===== config.mk =====
export PLATFORM = sky130hd
export DESIGN_NAME = alu_exec_core
export DESIGN_NICKNAME = d
export VERILOG_FILES = /design/src/shared/alu_exec_pkg.sv /design/src/core/alu_add8.sv /design/src/core/alu_exec_core.sv
export SDC_FILE = /design/constraint.sdc
export NUM_CORES = 2
export LEC_CHECK = 0
export BUFFER_PORTS_ARGS = -buffer_cell sky130_fd_sc_hd__buf_2
export CAP_MARGIN = 30
export CELL_PAD_IN_SITES_DETAIL_PLACEMENT = 1
export CELL_PAD_IN_SITES_GLOBAL_PLACEMENT = 2
export CORE_UTILIZATION = 41
export CTS_CLUSTER_DIAMETER = 80
export DETAILED_ROUTE_END_ITERATION = 6
export PLACE_DENSITY = 0.88
export SYNTH_ARGS = -nofsm -noshare
export SYNTH_HDL_FRONTEND = slang
export SYNTH_SLANG_ARGS = --single-unit

===== constraint.sdc =====
create_clock -name aclk -period 11.4 [get_ports aclk]
set_input_delay 2.85 -clock aclk [delete_from_list [all_inputs] [get_ports aclk]]
set_output_delay 2.85 -clock aclk [all_outputs]
set_load 0.005 [all_outputs]

===== src/shared/alu_exec_pkg.sv =====
// constants, fields and opcode set shared by the execution datapath
// Behaviour
// - add-with-carry to accumulator: acc+mem+carry into acc, update ov, z, ac, c
// - add-with-carry to memory: acc+mem+carry into the data byte, same four flags
// - plain adds from memory or immediate into acc or memory, same four flags
// - bitwise and of acc with memory or immediate, only zero flag changes
// - call pushes pc plus one, then loads target address, flags untouched
// - clear byte writes all zeros to memory, no flag changes
// - clear bit forces the selected bit low, other bits and flags kept
// - watchdog clear zeroes counter and clears expiry and sleep-entry flags
// - paired preclears clear watchdog and flags only once both have run
// - invert writes ones complement to memory or acc, only zero flag changes
// - bcd adjust adds six to low nibble if above nine or half carry
// - bcd high nibble gets low carry, plus six and carry set if needed
// - decrement memory in place or into acc, only zero flag changes
// - increment memory in place or into acc, only zero flag changes
// - power-down advances pc, stops execution, keeps memory and registers
// - power-down clears watchdog and prescaler, sets sleep flag, clears expiry
// - direct branch loads pc with target address unconditionally
package alu_exec_pkg;

    localparam int DATA_W      = 8;
    localparam int PC_W        = 12;
    localparam int MEM_DEPTH   = 192;
    localparam int STACK_DEPTH = 8;
    localparam int SP_W        = 3;
    localparam int ADDR_W      = 8;

    // register byte offsets
    localparam logic [ADDR_W-1:0] OFS_INSTR    = 8'h00;
    localparam logic [ADDR_W-1:0] OFS_ACC      = 8'h04;
    localparam logic [ADDR_W-1:0] OFS_STATUS   = 8'h08;
    localparam logic [ADDR_W-1:0] OFS_PC       = 8'h0C;
    localparam logic [ADDR_W-1:0] OFS_MEM_ADDR = 8'h10;
    localparam logic [ADDR_W-1:0] OFS_MEM_DATA = 8'h14;
    localparam logic [ADDR_W-1:0] OFS_WDT      = 8'h18;
    localparam logic [ADDR_W-1:0] OFS_STACK    = 8'h1C;

    // instruction word fields
    localparam int INS_OP_LSB   = 0;
    localparam int INS_OP_W     = 5;
    localparam int INS_BIT_LSB  = 5;
    localparam int INS_ADDR_LSB = 8;
    localparam int INS_IMM_LSB  = 16;

    // status register bit positions
    localparam int ST_C     = 0;
    localparam int ST_AC    = 1;
    localparam int ST_Z     = 2;
    localparam int ST_OV    = 3;
    localparam int ST_PDF   = 4;
    localparam int ST_TO    = 5;
    localparam int ST_SLEEP = 6;
    localparam int ST_PRE1  = 7;
    localparam int ST_PRE2  = 8;

    // reset values
    localparam logic [DATA_W-1:0] RST_ACC = 8'h00;
    localparam logic [PC_W-1:0]   RST_PC  = 12'h000;
    localparam logic [DATA_W-1:0] RST_WDT = 8'h00;

    // decimal adjust constants
    localparam logic [3:0] BCD_LIMIT = 4'h9;
    localparam logic [3:0] BCD_STEP  = 4'h6;

    // watchdog prescaler terminal count
    localparam logic [7:0] WDT_PRESCALE_DEF = 8'hFF;

    localparam logic [1:0] RESP_OKAY   = 2'h0;
    localparam logic [1:0] RESP_SLVERR = 2'h2;

    typedef enum logic [INS_OP_W-1:0] {
        op_adc, op_mem_plus_acc_carry, op_add, op_addi, op_mem_plus_acc,
        op_and, op_andi, op_andm, op_call, op_clr,
        op_clrbit, op_wdtclr, op_wdtpre1, op_wdtpre2, op_cpl,
        op_invert_mem_to_acc, op_daa, op_dec, op_mem_minus_one_to_acc, op_halt,
        op_inc, op_mem_plus_one_to_acc, op_jmp, op_nop
    } op_type;

endpackage


===== src/core/alu_add8.sv =====
// eight-bit adder with carry, half carry and signed overflow
`timescale 1ns/100ps
module alu_add8 (
    input  wire logic [7:0] a,     // first operand
    input  wire logic [7:0] b,     // second operand
    input  wire logic       cin,   // carry in
    output logic      [7:0] sum,   // result
    output logic            cout,  // carry out of bit 7
    output logic            half,  // carry out of bit 3
    output logic            ovf    // signed overflow
);
    logic [8:0] full;
    logic [4:0] low;

    // sums and flags
    assign full = {1'b0, a} + {1'b0, b} + {8'h00, cin};
    assign low  = {1'b0, a[3:0]} + {1'b0, b[3:0]} + {4'h0, cin};
    assign sum  = full[7:0];
    assign cout = full[8];
    assign half = low[4];
    assign ovf  = (a[7] == b[7]) && (full[7] != a[7]);
endmodule // alu_add8


===== src/core/alu_exec_core.sv =====
// instruction execution datapath with axi4-lite register access
//
// Implementation choices: the register offsets and register access over AXI4-Lite.
`timescale 1ns/100ps
module alu_exec_core
    import alu_exec_pkg::*;
#(
    parameter logic [7:0] wdt_prescale_max = WDT_PRESCALE_DEF
) (
    input  wire logic              aclk,     // system clock
    input  wire logic              aresetn,  // sync reset, low
    input  wire logic [ADDR_W-1:0] awaddr,   // write address
    input  wire logic [2:0]        awprot,   // unused protection
    input  wire logic              awvalid,  // write address valid
    output logic                   awready,  // write address ready
    input  wire logic [31:0]       wdata,    // write data
    input  wire logic [3:0]        wstrb,    // byte enables
    input  wire logic              wvalid,   // write data valid
    output logic                   wready,   // write data ready
    output logic [1:0]             bresp,    // write response
    output logic                   bvalid,   // write response valid
    input  wire logic              bready,   // write response ready
    input  wire logic [ADDR_W-1:0] araddr,   // read address
    input  wire logic [2:0]        arprot,   // unused protection
    input  wire logic              arvalid,  // read address valid
    output logic                   arready,  // read address ready
    output logic [31:0]            rdata,    // read data
    output logic [1:0]             rresp,    // read response
    output logic                   rvalid,   // read data valid
    input  wire logic              rready,   // read data ready
    output logic                   sleeping  // core in power-down
);

    // architectural state
    logic [DATA_W-1:0] acc;
    logic [PC_W-1:0]   pc;
    logic              c_flag;
    logic              half_carry_flag;
    logic              z_flag;
    logic              sign_wrap_flag;
    logic              sleep_entry_flag;
    logic              watchdog_expiry_flag;
    logic              pre1_seen;
    logic              pre2_seen;
    logic [DATA_W-1:0] mem [MEM_DEPTH];
    logic [PC_W-1:0]   stack [STACK_DEPTH];
    logic [SP_W-1:0]   sp;
    logic [ADDR_W-1:0] mem_addr;
    logic [7:0]        watchdog_counter;
    logic [7:0]        prescaler;

    // bus side state
    logic              aw_got;
    logic              w_got;
    logic [ADDR_W-1:0] aw_addr_q;
    logic [31:0]       w_data_q;
    logic [3:0]        w_strb_q;

    // register read view for any offset, bit 32 marks a hit
    function automatic logic [32:0] reg_read(input logic [ADDR_W-1:0] a);
        logic [32:0] r;
        r = {1'b1, 32'h0000_0000};
        if (a == OFS_INSTR) begin
            r[31:0] = 32'h0000_0000;
        end else if (a == OFS_ACC) begin
            r[DATA_W-1:0] = acc;
        end else if (a == OFS_STATUS) begin
            r[ST_C]     = c_flag;
            r[ST_AC]    = half_carry_flag;
            r[ST_Z]     = z_flag;
            r[ST_OV]    = sign_wrap_flag;
            r[ST_PDF]   = sleep_entry_flag;
            r[ST_TO]    = watchdog_expiry_flag;
            r[ST_SLEEP] = sleeping;
            r[ST_PRE1]  = pre1_seen;
            r[ST_PRE2]  = pre2_seen;
        end else if (a == OFS_PC) begin
            r[PC_W-1:0] = pc;
        end else if (a == OFS_MEM_ADDR) begin
            r[ADDR_W-1:0] = mem_addr;
        end else if (a == OFS_MEM_DATA) begin
            r[DATA_W-1:0] = (mem_addr < MEM_DEPTH) ? mem[mem_addr] : 8'h00;
        end else if (a == OFS_WDT) begin
            r[7:0] = watchdog_counter;
        end else if (a == OFS_STACK) begin
            r[SP_W-1:0] = sp;
        end else begin
            r[32] = 1'b0;
        end
        return r;
    endfunction

    // write path: address and data may arrive in either order
    logic        do_write;
    logic [31:0] wmask;
    logic [31:0] merged;
    logic [32:0] old_view;
    logic [32:0] rd_view;

    assign awready  = ~aw_got;
    assign wready   = ~w_got;
    assign arready  = ~rvalid;
    assign do_write = aw_got & w_got & ~bvalid;
    assign wmask    = {{8{w_strb_q[3]}}, {8{w_strb_q[2]}},
                       {8{w_strb_q[1]}}, {8{w_strb_q[0]}}};
    assign merged   = (old_view[31:0] & ~wmask) | (w_data_q & wmask);

    // register views; processes so state read inside the function is tracked
    always_comb old_view = reg_read(aw_addr_q);
    always_comb rd_view  = reg_read(araddr);

    logic sw_acc;
    logic sw_status;
    logic sw_pc;
    logic sw_maddr;
    logic sw_mdata;
    logic sw_wake;
    logic exec_go;

    // software write strobes
    assign sw_acc    = do_write && aw_addr_q == OFS_ACC;
    assign sw_status = do_write && aw_addr_q == OFS_STATUS;
    assign sw_pc     = do_write && aw_addr_q == OFS_PC;
    assign sw_maddr  = do_write && aw_addr_q == OFS_MEM_ADDR;
    assign sw_mdata  = do_write && aw_addr_q == OFS_MEM_DATA && mem_addr < MEM_DEPTH;
    assign sw_wake   = do_write && aw_addr_q == OFS_WDT;
    assign exec_go   = do_write && aw_addr_q == OFS_INSTR && !sleeping;

    // instruction fields
    op_type            op;
    logic [2:0]        bit_sel;
    logic [ADDR_W-1:0] ins_addr;
    logic [7:0]        imm;
    logic [PC_W-1:0]   target;
    logic [DATA_W-1:0] mval;

    assign op       = op_type'(merged[INS_OP_LSB +: INS_OP_W]);
    assign bit_sel  = merged[INS_BIT_LSB +: 3];
    assign ins_addr = merged[INS_ADDR_LSB +: ADDR_W];
    assign imm      = merged[INS_IMM_LSB +: 8];
    assign target   = merged[INS_IMM_LSB +: PC_W];
    assign mval     = (ins_addr < MEM_DEPTH) ? mem[ins_addr] : 8'h00;

    // shared adder for all add forms
    logic       add_cin;
    logic [7:0] add_b;
    logic [7:0] add_sum;
    logic       add_c;
    logic       add_h;
    logic       add_v;

    assign add_cin = (op == op_adc || op == op_mem_plus_acc_carry) ? c_flag : 1'b0;
    assign add_b   = (op == op_addi) ? imm : mval;

    alu_add8 u_add (
        .a    (acc),
        .b    (add_b),
        .cin  (add_cin),
        .sum  (add_sum),
        .cout (add_c),
        .half (add_h),
        .ovf  (add_v)
    );

    // decimal adjust of the accumulator
    logic       lo_adj;
    logic [4:0] lo_sum;
    logic [4:0] hi_sum;
    logic       hi_adj;
    logic [3:0] hi_res;

    assign lo_adj = (acc[3:0] > BCD_LIMIT) || half_carry_flag;
    assign lo_sum = {1'b0, acc[3:0]} + (lo_adj ? {1'b0, BCD_STEP} : 5'h00);
    assign hi_sum = {1'b0, acc[7:4]} + {4'h0, lo_sum[4]};
    assign hi_adj = (hi_sum > {1'b0, BCD_LIMIT}) || c_flag;
    assign hi_res = hi_sum[3:0] + (hi_adj ? BCD_STEP : 4'h0);

    // execution results
    logic [DATA_W-1:0] x_val;
    logic              x_to_acc;
    logic              x_to_mem;
    logic              x_arith;
    logic              x_zero;
    logic              x_carry;
    logic [PC_W-1:0]   x_pc;
    logic              x_push;
    logic              x_wdt_clr;
    logic              x_halt;
    logic              x_pre1;
    logic              x_pre2;

    always_comb begin
        x_val     = 8'h00;
        x_to_acc  = 1'b0;
        x_to_mem  = 1'b0;
        x_arith   = 1'b0;
        x_zero    = 1'b0;
        x_carry   = 1'b0;
        x_pc      = pc + 12'h001;
        x_push    = 1'b0;
        x_wdt_clr = 1'b0;
        x_halt    = 1'b0;
        x_pre1    = pre1_seen;
        x_pre2    = pre2_seen;
        case (op)
            op_adc, op_add, op_addi: begin
                x_val    = add_sum;
                x_to_acc = 1'b1;
                x_arith  = 1'b1;
            end
            op_mem_plus_acc_carry, op_mem_plus_acc: begin
                x_val    = add_sum;
                x_to_mem = 1'b1;
                x_arith  = 1'b1;
            end
            op_and: begin
                x_val    = acc & mval;
                x_to_acc = 1'b1;
                x_zero   = 1'b1;
            end
            op_andi: begin
                x_val    = acc & imm;
                x_to_acc = 1'b1;
                x_zero   = 1'b1;
            end
            op_andm: begin
                x_val    = acc & mval;
                x_to_mem = 1'b1;
                x_zero   = 1'b1;
            end
            op_call: begin
                x_push = 1'b1;
                x_pc   = target;
            end
            op_clr: begin
                x_val    = 8'h00;
                x_to_mem = 1'b1;
            end
            op_clrbit: begin
                x_val          = mval;
                x_val[bit_sel] = 1'b0;
                x_to_mem       = 1'b1;
            end
            op_wdtclr: begin
                x_wdt_clr = 1'b1;
            end
            op_wdtpre1: begin
                x_pre1 = 1'b1;
            end
            op_wdtpre2: begin
                x_pre2 = 1'b1;
            end
            op_cpl: begin
                x_val    = ~mval;
                x_to_mem = 1'b1;
                x_zero   = 1'b1;
            end
            op_invert_mem_to_acc: begin
                x_val    = ~mval;
                x_to_acc = 1'b1;
                x_zero   = 1'b1;
            end
            op_daa: begin
                x_val    = {hi_res, lo_sum[3:0]};
                x_to_mem = 1'b1;
                x_carry  = 1'b1;
            end
            op_dec: begin
                x_val    = mval - 8'h01;
                x_to_mem = 1'b1;
                x_zero   = 1'b1;
            end
            op_mem_minus_one_to_acc: begin
                x_val    = mval - 8'h01;
                x_to_acc = 1'b1;
                x_zero   = 1'b1;
            end
            op_halt: begin
                x_halt = 1'b1;
            end
            op_inc: begin
                x_val    = mval + 8'h01;
                x_to_mem = 1'b1;
                x_zero   = 1'b1;
            end
            op_mem_plus_one_to_acc: begin
                x_val    = mval + 8'h01;
                x_to_acc = 1'b1;
                x_zero   = 1'b1;
            end
            op_jmp: begin
                x_pc = target;
            end
            default: begin
                x_val = 8'h00;
            end
        endcase
        // both preclears seen act as a full clear
        if (x_pre1 && x_pre2) begin
            x_wdt_clr = 1'b1;
            x_pre1    = 1'b0;
            x_pre2    = 1'b0;
        end
    end

    // watchdog tick and expiry
    logic presc_wrap;
    logic wdt_expire;

    assign presc_wrap = prescaler == wdt_prescale_max;
    assign wdt_expire = presc_wrap && watchdog_counter == 8'hFF;

    // bus write channel
    always_ff @(posedge aclk) begin
        if (!aresetn) begin
            aw_got    <= 1'b0;
            w_got     <= 1'b0;
            aw_addr_q <= 8'h00;
            w_data_q  <= 32'h0000_0000;
            w_strb_q  <= 4'h0;
            bvalid    <= 1'b0;
            bresp     <= RESP_OKAY;
        end else begin
            if (awvalid && awready) begin
                aw_got    <= 1'b1;
                aw_addr_q <= awaddr;
            end
            if (wvalid && wready) begin
                w_got    <= 1'b1;
                w_data_q <= wdata;
                w_strb_q <= wstrb;
            end
            if (do_write) begin
                aw_got <= 1'b0;
                w_got  <= 1'b0;
                bvalid <= 1'b1;
                bresp  <= old_view[32] ? RESP_OKAY : RESP_SLVERR;
            end else if (bvalid && bready) begin
                bvalid <= 1'b0;
            end
        end
    end

    // bus read channel
    always_ff @(posedge aclk) begin
        if (!aresetn) begin
            rvalid <= 1'b0;
            rdata  <= 32'h0000_0000;
            rresp  <= RESP_OKAY;
        end else if (arvalid && arready) begin
            rvalid <= 1'b1;
            rdata  <= rd_view[31:0];
            rresp  <= rd_view[32] ? RESP_OKAY : RESP_SLVERR;
        end else if (rvalid && rready) begin
            rvalid <= 1'b0;
        end
    end

    // accumulator
    always_ff @(posedge aclk) begin
        if (!aresetn) begin
            acc <= RST_ACC;
        end else if (sw_acc) begin
            acc <= merged[DATA_W-1:0];
        end else if (exec_go && x_to_acc) begin
            acc <= x_val;
        end
    end

    // data memory, no reset so contents survive power-down
    always_ff @(posedge aclk) begin
        if (sw_mdata) begin
            mem[mem_addr] <= merged[DATA_W-1:0];
        end else if (exec_go && x_to_mem && ins_addr < MEM_DEPTH) begin
            mem[ins_addr] <= x_val;
        end
    end

    // arithmetic and zero flags
    always_ff @(posedge aclk) begin
        if (!aresetn) begin
            c_flag          <= 1'b0;
            half_carry_flag <= 1'b0;
            z_flag          <= 1'b0;
            sign_wrap_flag  <= 1'b0;
        end else if (sw_status) begin
            c_flag          <= merged[ST_C];
            half_carry_flag <= merged[ST_AC];
            z_flag          <= merged[ST_Z];
            sign_wrap_flag  <= merged[ST_OV];
        end else if (exec_go) begin
            if (x_arith) begin
                c_flag          <= add_c;
                half_carry_flag <= add_h;
                sign_wrap_flag  <= add_v;
            end
            if (x_arith || x_zero) begin
                z_flag <= x_val == 8'h00;
            end
            if (x_carry && hi_adj) begin
                c_flag <= 1'b1;
            end
        end
    end

    // program counter and call stack
    always_ff @(posedge aclk) begin
        if (!aresetn) begin
            pc <= RST_PC;
            sp <= '0;
        end else if (sw_pc) begin
            pc <= merged[PC_W-1:0];
        end else if (exec_go) begin
            pc <= x_pc;
            if (x_push) begin
                stack[sp] <= pc + 12'h001;
                sp        <= sp + 3'h1;
            end
        end
    end

    // memory window pointer
    always_ff @(posedge aclk) begin
        if (!aresetn) begin
            mem_addr <= 8'h00;
        end else if (sw_maddr) begin
            mem_addr <= merged[ADDR_W-1:0];
        end
    end

    // watchdog counter and prescaler
    always_ff @(posedge aclk) begin
        if (!aresetn) begin
            prescaler        <= RST_WDT;
            watchdog_counter <= RST_WDT;
        end else if (exec_go && (x_wdt_clr || x_halt)) begin
            prescaler        <= RST_WDT;
            watchdog_counter <= RST_WDT;
        end else begin
            prescaler <= presc_wrap ? RST_WDT : prescaler + 8'h01;
            if (presc_wrap) begin
                watchdog_counter <= watchdog_counter + 8'h01;
            end
        end
    end

    // expiry, sleep entry and preclear marks; expiry set wins over clear
    always_ff @(posedge aclk) begin
        if (!aresetn) begin
            watchdog_expiry_flag <= 1'b0;
            sleep_entry_flag     <= 1'b0;
            pre1_seen            <= 1'b0;
            pre2_seen            <= 1'b0;
        end else begin
            if (exec_go) begin
                pre1_seen <= x_pre1;
                pre2_seen <= x_pre2;
                if (x_wdt_clr) begin
                    sleep_entry_flag <= 1'b0;
                end else if (x_halt) begin
                    sleep_entry_flag <= 1'b1;
                end
            end
            if (wdt_expire) begin
                watchdog_expiry_flag <= 1'b1;
            end else if (exec_go && (x_wdt_clr || x_halt)) begin
                watchdog_expiry_flag <= 1'b0;
            end
        end
    end

    // power-down state, left by a wake write or watchdog expiry
    always_ff @(posedge aclk) begin
        if (!aresetn) begin
            sleeping <= 1'b0;
        end else if (exec_go && x_halt) begin
            sleeping <= 1'b1;
        end else if (sw_wake || wdt_expire) begin
            sleeping <= 1'b0;
        end
    end

endmodule // alu_exec_core


==> results.toml <==
[route]
drc_errors = 16
first_pass_iters = 7
num_vias = 68499
ant_nets = 0
wl_met3_um = 56100
met2_length_um = 157000
routed_wl_um = 377000
highest-signal-layer = "met5"
met1_length_um = 131000
first_iter_violations = 11165
detail_route.wl_per_cell_um = 38.7
routed_via_density = 7.03

[synth]
synth-seq-cells = 1658
yosys.area.top_type = "edfxtp_1"
synth_ff_type = "edfxtp_1"
ys_top_cells_by_area = "edfxtp_1 55%, mux4_2 8.4%, mux2i_1 6.3%"
syn_area_mm2 = 0.0844
seq_area_frac_synth_pct = 57.5
synth_most_common_cell = "edfxtp_1"
synth_cell_types = 112
async_reset_ff_share_pct = 0
synth_cells = 6705
synth_commonest_cells = "1,536 x edfxtp_1, 998 x nand2_1, 535 x mux2i_1, 389 x nor2_1, 356 x nand3_1"
synth.avg_cell_area_um2 = 12.6
synth_top_area_share_pct = 54.6
synth-edff-count = 1536
ys_warn_count = 0

[clock_tree]
cts_buffers = 180
holdBufCountCts = 0
htreeDepth = 4
clkTransAtPathRegs_ns = 0.06
clock_sinks = 1658
cts-root-buf = "clkbuf_16"
cts_tree = "done"
post_cts_buffers = 0
clkLatencyLatePin_ns = 0.89
cts_resized = 0
cts.path.max_buffers = 3

[timing]
fin_crit_sh_pct = 87.1
finClkSkew_ns = 0.0474
setup_tns_ns = 0
final_max_slew_viol_count = 0
finalSetupViolCount = 0
rsz0062_at_grt = "no"
fin_crit_ns = 9.93
final_hold_viol_count = 0
fmax_mhz = 101
worst_pin_slew_ns = 1.36
hold_slack_ns = 0.453
setup_ws_ns = 1.47
slew_headroom_pct = 9.16

[die]
row_count = 166
die_area_mm2 = 0.208
core_mm2 = 0.205
die_h_um = 456
ios = 107
initial_utilization_pct = 41.3
fp.dieW_um = 456

[grt]
grt_pass1_wl_um = 524000
antenna_found_initial = 40
grt_pass1_vias = 67484
track_usage_pct = 35.4
grt_max_degree = 153
gr-total-overflow = 0

[setup_path]
critical_path_class = "flop to flop"
r2r_cells = 24
arrival_ns = 10.46
crit_fanout = 103
cp.required_ns = 11.92
crit_path_end_kind = "flop"
startpoint_type = "flop"

[placement]
dpl.hpwl_um = 250000
place_congestion = 0.994
dp.cells = 9371
preCtsSetupSlack_ns = 2.21
numPortBuffers = 74

[status]
status = "finished, violations left"
violations = "DRC"

[power]
ir_drop_mv = 0.160
power_density_mw_per_mm2 = 141
total_leakage_power_uw = 0.0314

[final_layout]
fin_nets = 6976
area_delta_synth_final_pct = 13.1
fillerInstances = 20868
drive_gt1_share_pct = 17.7
final_cells = 9747

[flow_run]
max_cap_violations = 0

[hold_path]
hold_path_depth = 2
hold_class = "flop to flop"
## cell usage in the layout, fill, tap and decap left out, types with 46 or more instances in the layout
master        n
a211oi_1    192
a21oi_1     258
a221oi_1     46
a22oi_1     143
a31oi_1     112
and3_1      158
buf_2        82
buf_4       394
clkbuf_16   185
dfxtp_1     116
edfxtp_1   1536
inv_1        48
mux2i_1     534
mux4_2      313
nand2_1     996
nand3_1     356
nor2_1      379
nor3_1       58
o21ai_0     164
## kinds of logic (layout without fill, tap and decap cells)
family / count (synthesis) / after routing / share of synthesized area, %
DFF: 1658 / 1658 / 57.5
muxes: 892 / 892 / 15.4
buffers and inverters: 607 / 918 / 3.77
other: 1 / 44 / 0.00444
and+or+nand+nor: 2181 / 2181 / 11.7
adders and majority gates: 28 / 28 / 0.457
xor gates and xnor gates: 40 / 40 / 0.415
AOI/OAI and AO/OA: 1298 / 1298 / 10.7
## where the power goes
group | leakage, µW | switching (µW) | internal (µW)
combinational | 0.0133 | 531 | 164
clock | 0.00288 | 2620 | 3390
sequential | 0.0152 | 26.7 | 6740
## stage by stage
step                      area, µm²  util [%]  power, µW
after floorplan               84500         -       7280
after global placement        88900      43.4       7510
after detailed placement      89200      43.6       7540
after CTS                     95100      46.5      13400
after global routing          95400      46.6      13700
final                         95400      46.6      13500
## per-layer routing
metal	up-vias	GRT usage [%]
met3	1570	13.4
met5	-	0.482
met2	5845	50.5
met1	34603	44.0
li1	26449	-
met4	32	25.1
## path summary, 6_finish.rpt
path / start / endpoint / slack [ns]
max reg2reg: aw_addr_q[7] / mem[0][7] / 1.47
min: rdata[0] / rdata[0] / 0.45
min reg2reg: rdata[0] / rdata[0] / 0.45
max: aw_addr_q[7] / mem[0][7] / 1.47
## flip-flops by register name (all words and copies together), names as in the netlist, 3 cells and up, named ones only
signal / flops
mem: 1536
acc: 8
aw_addr_q: 8
w_strb_q: 4
prescaler: 8
watchdog_counter: 8
sp: 3
mem_addr: 8
w_data_q: 28
rdata: 12
pc: 12
## worst max-delay path: stages (launching register included)
cell and delay (ns):
dfxtp_1 0.39, nor2_1 0.69, nand4_1 0.72, nand2_8 0.96, buf_4 0.43, mux2_2 0.37, o21ai_0 0.17, a21oi_1 0.09
a211oi_1 0.79, o2111ai_1 0.64, a21oi_1 0.86, mux2i_1 0.20, ha_1 0.35, inv_1 0.09, o21bai_1 0.09, a21oi_1 0.27
o21bai_1 0.10, a21oi_1 0.26, xor2_1 0.17, nor2_1 0.06, a311oi_1 0.59, o311a_1 0.39, a31oi_4 0.12, buf_4 0.28
buf_16 0.25
## layout make-up
class | count | area (µm²) | area share [%]
Multi-Input combinational cell | 4461 | 33000 | 34.6
Clock buffer | 222 | 4810 | 5.04
Inverter | 54 | 203 | 0.212
Timing Repair Buffer | 529 | 4320 | 4.53
Sequential cell | 1658 | 48600 | 50.9
Antenna cell | 22 | 55.1 | 0.0577
Tap cell | 2688 | 3360 | 3.52
Clock inverter | 113 | 1060 | 1.12
(Power assumes the default switching activity.)
